<file path="src/hw/pmdr_params.svh">
`ifndef PMDR_PARAMS_SVH
`define PMDR_PARAMS_SVH
`define PMDR_ADDR_W 2
`define PMDR_CCU_OFS 2'h0
`define PMDR_MISC_OFS 2'h1
`define PMDR_AUX_OFS 2'h2
`define PMDR_CCU_MASK 16'h0707
`define PMDR_MISC_MASK 16'h0782
`define PMDR_AUX_MASK 16'h000E
`define PMDR_RST_VAL 16'h0000
`define PMDR_CAP1_BIT 8
`define PMDR_CAP2_BIT 9
`define PMDR_CAP3_BIT 10
`define PMDR_CMP1_BIT 0
`define PMDR_CMP2_BIT 1
`define PMDR_CMP3_BIT 2
`define PMDR_CMPG_BIT 10
`define PMDR_CAL_BIT 9
`define PMDR_PAR_BIT 8
`define PMDR_CRC_BIT 7
`define PMDR_TWI2_BIT 1
`define PMDR_REFO_BIT 3
`define PMDR_CTU_BIT 2
`define PMDR_VDET_BIT 1
`endif

</file>
<file path="src/hw/pmdr_pkg.sv">
package pmdr_pkg;
   typedef struct packed {
      logic capture_three_off;
      logic capture_two_off;
      logic capture_one_off;
      logic compare_three_off;
      logic compare_two_off;
      logic compare_one_off;
      logic comparator_group_off;
      logic calendar_clock_off;
      logic parallel_port_off;
      logic checksum_unit_off;
      logic second_two_wire_off;
      logic ref_clock_out_off;
      logic charge_time_unit_off;
      logic voltage_detect_off;
   } pmdr_gate_t;
endpackage

</file>
<file path="src/hw/pmdr_reg16.sv">
`timescale 1ns/1ps
`include "pmdr_params.svh"
// one disable register; only bits set in the mask hold storage
module pmdr_reg16 #(
   parameter logic [15:0] MASK = 16'h0000
) (
   input wire logic clock_in,
   input wire logic rst_n_in,
   input wire logic wr_in,
   input wire logic [15:0] wdata_in,
   output logic [15:0] value_out
);
   logic [15:0] value_r;
   logic [15:0] value_nxt;
   assign value_nxt = wr_in ? (wdata_in & MASK) : value_r; // [RULE9]
   always_ff @(posedge clock_in) begin
      if (!rst_n_in) begin
         value_r <= `PMDR_RST_VAL; // [RULE8]
      end else begin
         value_r <= value_nxt;
      end
   end
   assign value_out = value_r;
endmodule

</file>
<file path="src/hw/pmdr_top.sv">
// The implementer's own choices: the plain strobed port and the register offsets.
`timescale 1ns/1ps
`include "pmdr_params.svh"
// Contract
// RULE1: register 0 bits 10,9,8 disable capture units 3,2,1 and bits 2,1,0 disable compare units 3,2,1.
// RULE2: register 1 bits 10,9,8,7,1 disable comparators, calendar clock, parallel port, checksum, second two-wire.
// RULE3: register 2 bit 3 disables the reference clock output when set and powers it when clear.
// RULE4: register 2 bit 2 disables the charge-time unit when set and powers it when clear.
// RULE5: register 2 bit 1 disables the voltage detector when set and powers it when clear.
// RULE6: each disable bit at 1 holds its peripheral off, at 0 supplies its power and clock.
// RULE7: unimplemented bit positions read as zero.
// RULE8: implemented bits are read/write and clear to 0 at reset.
// RULE9: writes to unimplemented bits are ignored and stored bits drive the gating controls directly.
module pmdr_top (
   input wire logic clock_in,
   input wire logic rst_n_in,
   input wire logic [`PMDR_ADDR_W-1:0] addr_in,
   input wire logic [15:0] wdata_in,
   input wire logic wr_in,
   input wire logic rd_in,
   output logic [15:0] rdata_out,
   output pmdr_pkg::pmdr_gate_t gate_out
);
   import pmdr_pkg::*;

   // shared by the write enables, the read mux and the checks below
   function automatic logic pmdr_hit(input logic [`PMDR_ADDR_W-1:0] addr, input logic [`PMDR_ADDR_W-1:0] ofs);
      return (addr == ofs);
   endfunction

   logic [15:0] ccu_q;
   logic [15:0] misc_q;
   logic [15:0] aux_q;
   logic [15:0] rdata_r;
   logic [15:0] rdata_nxt;
   wire logic sel_ccu;
   wire logic sel_misc;
   wire logic sel_aux;
   wire logic sel_none;

   assign sel_ccu = pmdr_hit(addr_in, `PMDR_CCU_OFS);
   assign sel_misc = pmdr_hit(addr_in, `PMDR_MISC_OFS);
   assign sel_aux = pmdr_hit(addr_in, `PMDR_AUX_OFS);
   // index 3 holds nothing: writes there vanish and reads give zero
   assign sel_none = !(sel_ccu || sel_misc || sel_aux);

   pmdr_reg16 #(.MASK(`PMDR_CCU_MASK)) u_ccu (
      .clock_in(clock_in),
      .rst_n_in(rst_n_in),
      .wr_in(wr_in & sel_ccu),
      .wdata_in(wdata_in),
      .value_out(ccu_q)
   );
   pmdr_reg16 #(.MASK(`PMDR_MISC_MASK)) u_misc (
      .clock_in(clock_in),
      .rst_n_in(rst_n_in),
      .wr_in(wr_in & sel_misc),
      .wdata_in(wdata_in),
      .value_out(misc_q)
   );
   pmdr_reg16 #(.MASK(`PMDR_AUX_MASK)) u_aux (
      .clock_in(clock_in),
      .rst_n_in(rst_n_in),
      .wr_in(wr_in & sel_aux),
      .wdata_in(wdata_in),
      .value_out(aux_q)
   );

   // unmapped address reads zero; stored masks already keep reserved bits clear
   assign rdata_nxt = !rd_in ? 16'h0000 :
                      sel_ccu ? ccu_q :
                      sel_misc ? misc_q :
                      sel_aux ? aux_q : 16'h0000; // [RULE7]

   always_ff @(posedge clock_in) begin
      if (!rst_n_in) begin
         rdata_r <= `PMDR_RST_VAL;
      end else begin
         rdata_r <= rdata_nxt;
      end
   end
   assign rdata_out = rdata_r;

   // gates come straight from the storage flops, no extra stage
   // one driver for the whole struct keeps the output a single net for lint
   assign gate_out = '{
      capture_three_off: ccu_q[`PMDR_CAP3_BIT], // [RULE1] [RULE6] [RULE9]
      capture_two_off: ccu_q[`PMDR_CAP2_BIT], // [RULE1]
      capture_one_off: ccu_q[`PMDR_CAP1_BIT], // [RULE1]
      compare_three_off: ccu_q[`PMDR_CMP3_BIT], // [RULE1]
      compare_two_off: ccu_q[`PMDR_CMP2_BIT], // [RULE1]
      compare_one_off: ccu_q[`PMDR_CMP1_BIT], // [RULE1]
      comparator_group_off: misc_q[`PMDR_CMPG_BIT], // [RULE2]
      calendar_clock_off: misc_q[`PMDR_CAL_BIT], // [RULE2]
      parallel_port_off: misc_q[`PMDR_PAR_BIT], // [RULE2]
      checksum_unit_off: misc_q[`PMDR_CRC_BIT], // [RULE2]
      second_two_wire_off: misc_q[`PMDR_TWI2_BIT], // [RULE2]
      ref_clock_out_off: aux_q[`PMDR_REFO_BIT], // [RULE3]
      charge_time_unit_off: aux_q[`PMDR_CTU_BIT], // [RULE4]
      voltage_detect_off: aux_q[`PMDR_VDET_BIT] // [RULE5]
   };

   property p_ccu_write;
      @(posedge clock_in) disable iff (!rst_n_in)
      (wr_in && sel_ccu) |=> (ccu_q == ($past(wdata_in) & `PMDR_CCU_MASK));
   endproperty
   a_ccu_write: assert property (p_ccu_write) else $error("capture/compare write wrong"); // [RULE1]

   property p_misc_write;
      @(posedge clock_in) disable iff (!rst_n_in)
      (wr_in && sel_misc) |=> (misc_q == ($past(wdata_in) & `PMDR_MISC_MASK));
   endproperty
   a_misc_write: assert property (p_misc_write) else $error("misc write wrong"); // [RULE2]

   property p_refo;
      @(posedge clock_in) disable iff (!rst_n_in)
      (wr_in && sel_aux) |=> (gate_out.ref_clock_out_off == $past(wdata_in[`PMDR_REFO_BIT]));
   endproperty
   a_refo: assert property (p_refo) else $error("ref clock gate wrong"); // [RULE3]

   property p_ctu;
      @(posedge clock_in) disable iff (!rst_n_in)
      (wr_in && sel_aux) |=> (gate_out.charge_time_unit_off == $past(wdata_in[`PMDR_CTU_BIT]));
   endproperty
   a_ctu: assert property (p_ctu) else $error("charge time gate wrong"); // [RULE4]

   property p_vdet;
      @(posedge clock_in) disable iff (!rst_n_in)
      (wr_in && sel_aux) |=> (gate_out.voltage_detect_off == $past(wdata_in[`PMDR_VDET_BIT]));
   endproperty
   a_vdet: assert property (p_vdet) else $error("voltage detect gate wrong"); // [RULE5]

   property p_hold;
      @(posedge clock_in) disable iff (!rst_n_in)
      // an edge that samples reset low clears the gates, so it is no hold cycle
      (rst_n_in && !wr_in) |=> $stable(gate_out);
   endproperty
   a_hold: assert property (p_hold) else $error("gate changed without write"); // [RULE6]

   property p_read_zero;
      @(posedge clock_in) disable iff (!rst_n_in)
      (rd_in && sel_aux) |=> (rdata_out[15:4] == 12'h000 && rdata_out[0] == 1'b0);
   endproperty
   a_read_zero: assert property (p_read_zero) else $error("reserved bits read nonzero"); // [RULE7]

   property p_readback;
      @(posedge clock_in) disable iff (!rst_n_in)
      (wr_in && sel_misc) ##1 (rd_in && sel_misc && !wr_in) |=> (rdata_out == ($past(wdata_in, 2) & `PMDR_MISC_MASK));
   endproperty
   a_readback: assert property (p_readback) else $error("readback mismatch"); // [RULE8]

   property p_reset;
      @(posedge clock_in) !rst_n_in |=> (ccu_q == 16'h0000 && misc_q == 16'h0000 && aux_q == 16'h0000);
   endproperty
   a_reset: assert property (p_reset) else $error("registers not cleared by reset"); // [RULE8]

   property p_mask;
      @(posedge clock_in) disable iff (!rst_n_in)
      (ccu_q & ~`PMDR_CCU_MASK) == 16'h0000 && (misc_q & ~`PMDR_MISC_MASK) == 16'h0000 &&
         (aux_q & ~`PMDR_AUX_MASK) == 16'h0000;
   endproperty
   a_mask: assert property (p_mask) else $error("reserved bit stored"); // [RULE9]

   c_ccu_wr: cover property (@(posedge clock_in) disable iff (!rst_n_in) wr_in && sel_ccu);
   c_aux_rd: cover property (@(posedge clock_in) disable iff (!rst_n_in) rd_in && sel_aux);
   c_wr_rd: cover property (@(posedge clock_in) disable iff (!rst_n_in) (wr_in && sel_misc) ##1 (rd_in && sel_misc));
   c_aux_wr_rd: cover property (@(posedge clock_in) disable iff (!rst_n_in) (wr_in && sel_aux) ##1 (rd_in && sel_aux));
   c_unmapped: cover property (@(posedge clock_in) disable iff (!rst_n_in) wr_in && sel_none);

   property p_cap_gate;
      @(posedge clock_in) disable iff (!rst_n_in)
      (wr_in && sel_ccu) |=> ({gate_out.capture_three_off, gate_out.capture_two_off, gate_out.capture_one_off}
         == $past(wdata_in[`PMDR_CAP3_BIT:`PMDR_CAP1_BIT]));
   endproperty
   a_cap_gate: assert property (p_cap_gate) else $error("capture gates wrong"); // [RULE1]

   property p_cmp_gate;
      @(posedge clock_in) disable iff (!rst_n_in)
      (wr_in && sel_ccu) |=> ({gate_out.compare_three_off, gate_out.compare_two_off, gate_out.compare_one_off}
         == $past(wdata_in[`PMDR_CMP3_BIT:`PMDR_CMP1_BIT]));
   endproperty
   a_cmp_gate: assert property (p_cmp_gate) else $error("compare gates wrong"); // [RULE1]

   property p_misc_gate;
      @(posedge clock_in) disable iff (!rst_n_in)
      (wr_in && sel_misc) |=> ({gate_out.comparator_group_off, gate_out.calendar_clock_off, gate_out.parallel_port_off,
         gate_out.checksum_unit_off, gate_out.second_two_wire_off}
         == {$past(wdata_in[`PMDR_CMPG_BIT:`PMDR_CRC_BIT]), $past(wdata_in[`PMDR_TWI2_BIT])});
   endproperty
   a_misc_gate: assert property (p_misc_gate) else $error("misc gates wrong"); // [RULE2]

   property p_ccu_read_zero;
      @(posedge clock_in) disable iff (!rst_n_in)
      (rd_in && sel_ccu) |=> (rdata_out[15:11] == 5'h00 && rdata_out[7:3] == 5'h00);
   endproperty
   a_ccu_read_zero: assert property (p_ccu_read_zero) else $error("capture/compare reserved bits nonzero"); // [RULE7]

   property p_misc_read_zero;
      @(posedge clock_in) disable iff (!rst_n_in)
      (rd_in && sel_misc) |=> (rdata_out[15:11] == 5'h00 && rdata_out[6:2] == 5'h00 && rdata_out[0] == 1'b0);
   endproperty
   a_misc_read_zero: assert property (p_misc_read_zero) else $error("misc reserved bits nonzero"); // [RULE7]

   property p_unmapped_read;
      @(posedge clock_in) disable iff (!rst_n_in)
      (rd_in && sel_none) |=> (rdata_out == 16'h0000);
   endproperty
   a_unmapped_read: assert property (p_unmapped_read) else $error("unmapped index read nonzero"); // [RULE7]

   property p_aux_readback;
      @(posedge clock_in) disable iff (!rst_n_in)
      (wr_in && sel_aux) ##1 (rd_in && sel_aux && !wr_in) |=> (rdata_out == ($past(wdata_in, 2) & `PMDR_AUX_MASK));
   endproperty
   a_aux_readback: assert property (p_aux_readback) else $error("aux readback mismatch"); // [RULE8]

   // outputs too, not only the storage, must be clear after a reset edge
   property p_reset_out;
      @(posedge clock_in) !rst_n_in |=> (gate_out == 14'h0000 && rdata_out == 16'h0000);
   endproperty
   a_reset_out: assert property (p_reset_out) else $error("outputs not cleared by reset"); // [RULE8]

   property p_ccu_keep;
      @(posedge clock_in) disable iff (!rst_n_in)
      (rst_n_in && wr_in && !sel_ccu) |=> $stable(ccu_q);
   endproperty
   a_ccu_keep: assert property (p_ccu_keep) else $error("capture/compare changed by other write"); // [RULE9]

   property p_misc_keep;
      @(posedge clock_in) disable iff (!rst_n_in)
      (rst_n_in && wr_in && !sel_misc) |=> $stable(misc_q);
   endproperty
   a_misc_keep: assert property (p_misc_keep) else $error("misc changed by other write"); // [RULE9]

   property p_aux_keep;
      @(posedge clock_in) disable iff (!rst_n_in)
      (rst_n_in && wr_in && !sel_aux) |=> $stable(aux_q);
   endproperty
   a_aux_keep: assert property (p_aux_keep) else $error("aux changed by other write"); // [RULE9]
endmodule

</file>
<file path="config.mk">
export PLATFORM = sky130hd
export DESIGN_NAME = pmdr_top
export DESIGN_NICKNAME = d
export VERILOG_FILES = /design/src/hw/pmdr_pkg.sv /design/src/hw/pmdr_reg16.sv /design/src/hw/pmdr_top.sv
export VERILOG_INCLUDE_DIRS = /design/src /design/src/hw
export SDC_FILE = /design/constraint.sdc
export NUM_CORES = 1
export LEC_CHECK = 0
export ABC_CLOCK_PERIOD_IN_PS = 2050
export BUFFER_PORTS_ARGS = -buffer_cell sky130_fd_sc_hd__buf_2
export CAP_MARGIN = 20
export CORE_ASPECT_RATIO = 1.2
export CORE_UTILIZATION = 35
export CTS_CLUSTER_SIZE = 24
export DETAILED_ROUTE_END_ITERATION = 6
export PLACE_DENSITY = 0.72
export SETUP_SLACK_MARGIN = 0.5
export SYNTH_ARGS = -nofsm -noshare
export SYNTH_HDL_FRONTEND = slang
export SYNTH_SLANG_ARGS = --single-unit
export TNS_END_PERCENT = 100
</file>
<file path="constraint.sdc">
create_clock -name clock_in -period 2.05 [get_ports clock_in]
set_input_delay 0.41 -clock clock_in [delete_from_list [all_inputs] [get_ports clock_in]]
set_output_delay 0.41 -clock clock_in [all_outputs]
set_load 0.05 [all_outputs]
</file>
; ---- Yosys cells after proc, flatten, opt, wreduce, memory -nomap -nowiden
; Index checks and enable logic that the tools add are counted.
[totals]
output_inout_bits = 30
word_cells = 22
inputBits = 22
ff_bits = 30
[classes]
n_mux = 3
bitwise_logic = 5
eq_ne = 2
n_reduce_logical = 5
[op_table]
columns = operator, n
row1 = $mux 11, 2
row2 = $mux 4, 1
row3 = $reduce_or 4->1, 1
row4 = $and 1x1->1, 3
row5 = $reduce_or 3->1, 1
row6 = $eq 2x1->1 const B, 1
row7 = $eq 2x2->1 const B, 1
row8 = $logic_not 2->1, 1
row9 = $not 1->1, 2
row10 = $reduce_and 2->1, 1
row11 = $reduce_or 2->1, 1

; ---- Longest topological paths before layout
[logic_depth]
word_depth = 4
depth_mapped = 4
mapped_depth_nobuf = 2

; ---- By module
; A second synthesis with hierarchy kept.
[unflattened]
hier_cells = 175
area_unflattened_um2 = 1721.7
[by_module_without_submodules]
columns = module, instances, seq_area_each_um2, cells_each, area_per_inst_um2
row1 = pmdr_top, 1, 320.3, 94, 924.6
row2 = pmdr_reg16 (u_ccu), 1, 120.1, 30, 307.8
row3 = pmdr_reg16 (u_misc), 1, 100.1, 28, 279.0
row4 = pmdr_reg16 (u_aux), 1, 60.1, 23, 210.2

; ---- Least setup slack after synthesis
; OpenSTA, ideal clock, no wires.
[synth_timing]
kind = input to register
from = input addr_in[0]
to = register u_ccu.value_r[0], in the netlist u_ccu.value_out[0]
setup_ns = 0.072
path_buffers = 1
stages = 3
arrival_ns = 1.085
required_time_ns = 1.978
slack_ns = 0.894
cell_sequence = buf_6 nor3b_4 mux2i_1
[synth_between]
elab_chain_len = 2
[synth_lines]
columns = element, line
row1 = "start, declared", pmdr_top.sv:17  ; input wire logic [`PMDR_ADDR_W-1:0] addr_in,
row2 = $logic_not 2->1, pmdr_top.sv:28  ; return (addr == ofs);
row3 = $and 1x1->1, pmdr_top.sv:50  ; .wr_in(wr_in & sel_ccu),
row4 = "end signal, assigned", pmdr_reg16.sv:18  ; value_r <= `PMDR_RST_VAL;
row5 = "end signal, assigned", pmdr_reg16.sv:20  ; value_r <= value_nxt;
row6 = "end, declared", pmdr_reg16.sv:13  ; logic [15:0] value_r;
; Every way passes these cells.
; A chain may end at the register's enable or synchronous reset.

; ---- Worst setup path in the final report
[layout_timing]
from = register u_ccu.value_r[1], in the netlist u_ccu.value_out[1]
to = output gate_out[9] (netlist name)
[layout_rtl]
columns = element, line
row1 = "end, declared", pmdr_top.sv:22  ; output pmdr_pkg::pmdr_gate_t gate_out
; No word-level cell between the ends.

==> key figures <==
Clocking
  – Hold bufs inserted after CTS: 0
  – Clock tree root buffer cell: clkbuf_4
  – Clock input transition at the sequential cells of the worst setup and hold paths: between 0.1 and 0.15 ns
  – H-tree levels: 1
  – Worst-skew pair later-pin latency: 0.29 ns
  – Clock tree from TritonCTS: done
  – Post-CTS Setup Bufs: 0
  – Total CTS buffers: 3
  – Clock tree sinks: 22
  – Resized cells post-CTS: 0
  – Maximum clock path buffer count: 2

STA
  – Final period util: 0.661
  – Final critical delay including setup and external delays: 1.36 ns
  – Aggregate negative setup slack: 0 ns
  – Number of hold violations in the final report: 0
  – Fin. max-slew vios: 0
  – Post-route worst setup slack: 0.695 ns
  – Max Clk Rate: 0.738 GHz
  – Finish-stage setup viols: 0
  – Setup repair after global routing missed its margin: no
  – Clock skew: 0.00219 ns

Route
  – Post-route antenna net violation count: 0
  – Final wirelength: ~1700 um
  – First-pass detailed-route iteration total: 4
  – Average vias per placed instance: 4.45
  – Via count: 712
  – Routed wire per std cell: ~11 um
  – Number of remaining DRC errors: 0
  – Starting DRT DRC Count: 3

Setup path
  – Cells on worst reg2reg path: 2
  – Element type at the critical path end: primary output
  – Master of the slowest instance on the critical path: dfxtp_1
  – Largest driver fanout on the critical path: 3
  – Sequence of cells on the critical path: buf_2
  – WP buf/inv: 1
  – Levels on crit path: 1
  – Critical path data arrival time: around 0.95 ns
  – Data required time of the worst path: 1.64 ns
  – Critical Path Start Type: flip-flop
  – Worst reg2reg setup slack: 1.36 ns
  – Critical path class: flip-flop to primary output
  – Maximum single-stage delay on the critical path: 0.37 ns
  – Kind of cell adding the most delay to the critical path: flip-flops

Global routing
  – Met1 track demand over resource in global routing: 0.140
  – Aggregate global-route resource usage: 0.132
  – Largest net degree at the start of global routing: 26
  – Most heavily used metal layer in global routing: met2
  – Met3 layer usage reported by global route: 0.0233
  – Vias in the first global route: 709
  – Overflow left after global routing: 0
  – First-pass GRT wire length: between 2000 and 3000 um
  – Initial antenna violation count: 0
  – Met2 Track Usage GR: 0.246

Finish
  – Area growth from synthesis to layout: 19.0%
  – Cell area after layout: 1100 um^2
  – Multi-input gate area in the final layout: 403 um^2
  – Fraction of final layout cells with drive strength greater than 1: 0.323
  – Filler cell count in the final layout: 269
  – Nets: 150
  – Reg area: 440 um^2
  – Antenna diodes: 0

Synthesis
  – Portion of the post-synthesis area used by sequential elements: 0.475
  – Syn Std Cell Area: 927 um^2
  – Count of different cell masters after synthesis: 16
  – Synthesis warning total: 0
  – Post-Synthesis Cells: 95
  – Number of synthesized register bits: 22
  – Avg Synthesized Cell Area: 9.76 um^2

Floorplanning
  – Number of top-level pins: 52
  – Chip height: 58.4 um
  – Initial core utilization: 0.367
  – Area of the placeable core: approximately 2500 um^2
  – Site Rows: 20
  – Die Outline Area: ~2900 um^2
  – Width of the die: 49.0 um

Power and ir drop
  – Proportion of total power due to net switching: 0.286
  – Power share of the combinational group: 0.171
  – Register share of total power: 0.548
  – Static Leak: 0.536 nW
  – Overall Power: 0.000811 W
  – NetSw: roughly 0.00023 W
  – Internal: around 0.00058 W
  – Highest ir drop seen on vdd: 0.297 mV
  – Part of the total power dissipated in the clock network: 0.281
  – Areal power density over the cells: 735 nW/um^2

Placement
  – Number of buffers inserted by port buffering: 35
  – Instance area at placement: ~1100 um^2
  – DP Worst Slack: 0.686 ns
  – Routability congestion estimate from global placement: 0.709
  – Total half-perimeter wirelength after legalization and detailed placement: 1350 um

Run status
  – Run status: completed

Hold path
  – Hold depth: 3
  – Class of the tightest hold or removal check: primary input to flip-flop

Job
  – Max Cap Viol: 0
## routing by layer
metal | routed length [um] | up-vias
met2 | 871 | 24
met4 | 27 | 0
met3 | 115 | 2
li1 | - | 361
met5 | 0 | -
met1 | 679 | 325
## cell usage after synthesis, drive strengths merged
library cell  number  area, um^2
nand2             24        90.1
dfxtp             22         440
mux2i             19         190
buf               14         103
nor2               3        11.3
nor3               3        15.0
inv                2        7.51
nand3b             2        15.0
nor3b              2        26.3
and3b              1        10.0
conb               1        3.75
nand4b             1        8.76
o22ai              1        6.26
## power groups by stage
stage | registers (W) | clock network (W) | logic, W
floorplan | 0.000491 | 0 | 0.0000900
global placement | 0.000454 | 0 | 0.000138
detailed placement | 0.000455 | 0 | 0.000139
CTS | 0.000445 | 0.000237 | 0.000140
global route | 0.000447 | 0.000255 | 0.000148
finish | 0.000445 | 0.000228 | 0.000139
## registers in the layout (all words and copies together), names as in the netlist
register	flops
u_aux.value_out	3
rdata_out	8
u_misc.value_out	5
u_ccu.value_out	6
## layout by cell type (no fill, tap or decap)
cell      synthesis  final
buf_2             4     35
nand2_1          24     24
dfxtp_1          22     22
mux2i_1          19     19
conb_1            1      8
nor3_1            3      3
nor2_1            3      3
clkbuf_4          0      3
nand3b_1          2      2
inv_1             2      2
and3b_2           1      1
nor3b_4           1      1
nand4b_1          1      1
nor3b_1           1      1
o22ai_1           1      1
clkbuf_8          0      1
## cell families (layout without fill, tap and decap cells)
| family | count (synthesis) | count (layout) | share of synthesized area |
|---|---|---|---|
| simple gates | 36 | 36 | 0.190 |
| flops | 22 | 22 | 0.475 |
| mux | 19 | 19 | 0.205 |
| buf+inv | 16 | 41 | 0.119 |
| other cells | 1 | 8 | 0.00404 |
| compound gates | 1 | 1 | 0.00675 |
## through the flow
step | cells | hold WS, ns | utilization
2_1_floorplan | 102 | 0.549 | -
3_3_place_gp | 156 | 0.432 | 0.422
3_5_place_dp | 156 | 0.438 | 0.422
4_1_cts | 160 | 0.343 | 0.437
5_1_grt | 160 | 0.354 | 0.437
6_report | 160 | 0.352 | 0.437
## path summary, 6_finish.rpt
check	startpoint	to
worst min register to register	u_misc.value_out[7]	rdata_out[7]
worst max-delay path	u_ccu.value_out[1]	gate_out[9]
worst min-delay path	wdata_in[3]	u_aux.value_out[3]
worst max register to register	u_misc.value_out[9]	rdata_out[9]
## cell type report
class | count | share of cell area
clock buffer | 4 | 0.0329
inverter | 2 | 0.00680
multi-input combinational | 64 | 0.365
sequential | 22 | 0.399
tap | 33 | 0.0374
timing repair buffer | 35 | 0.159
(Power assumes the default switching activity.)
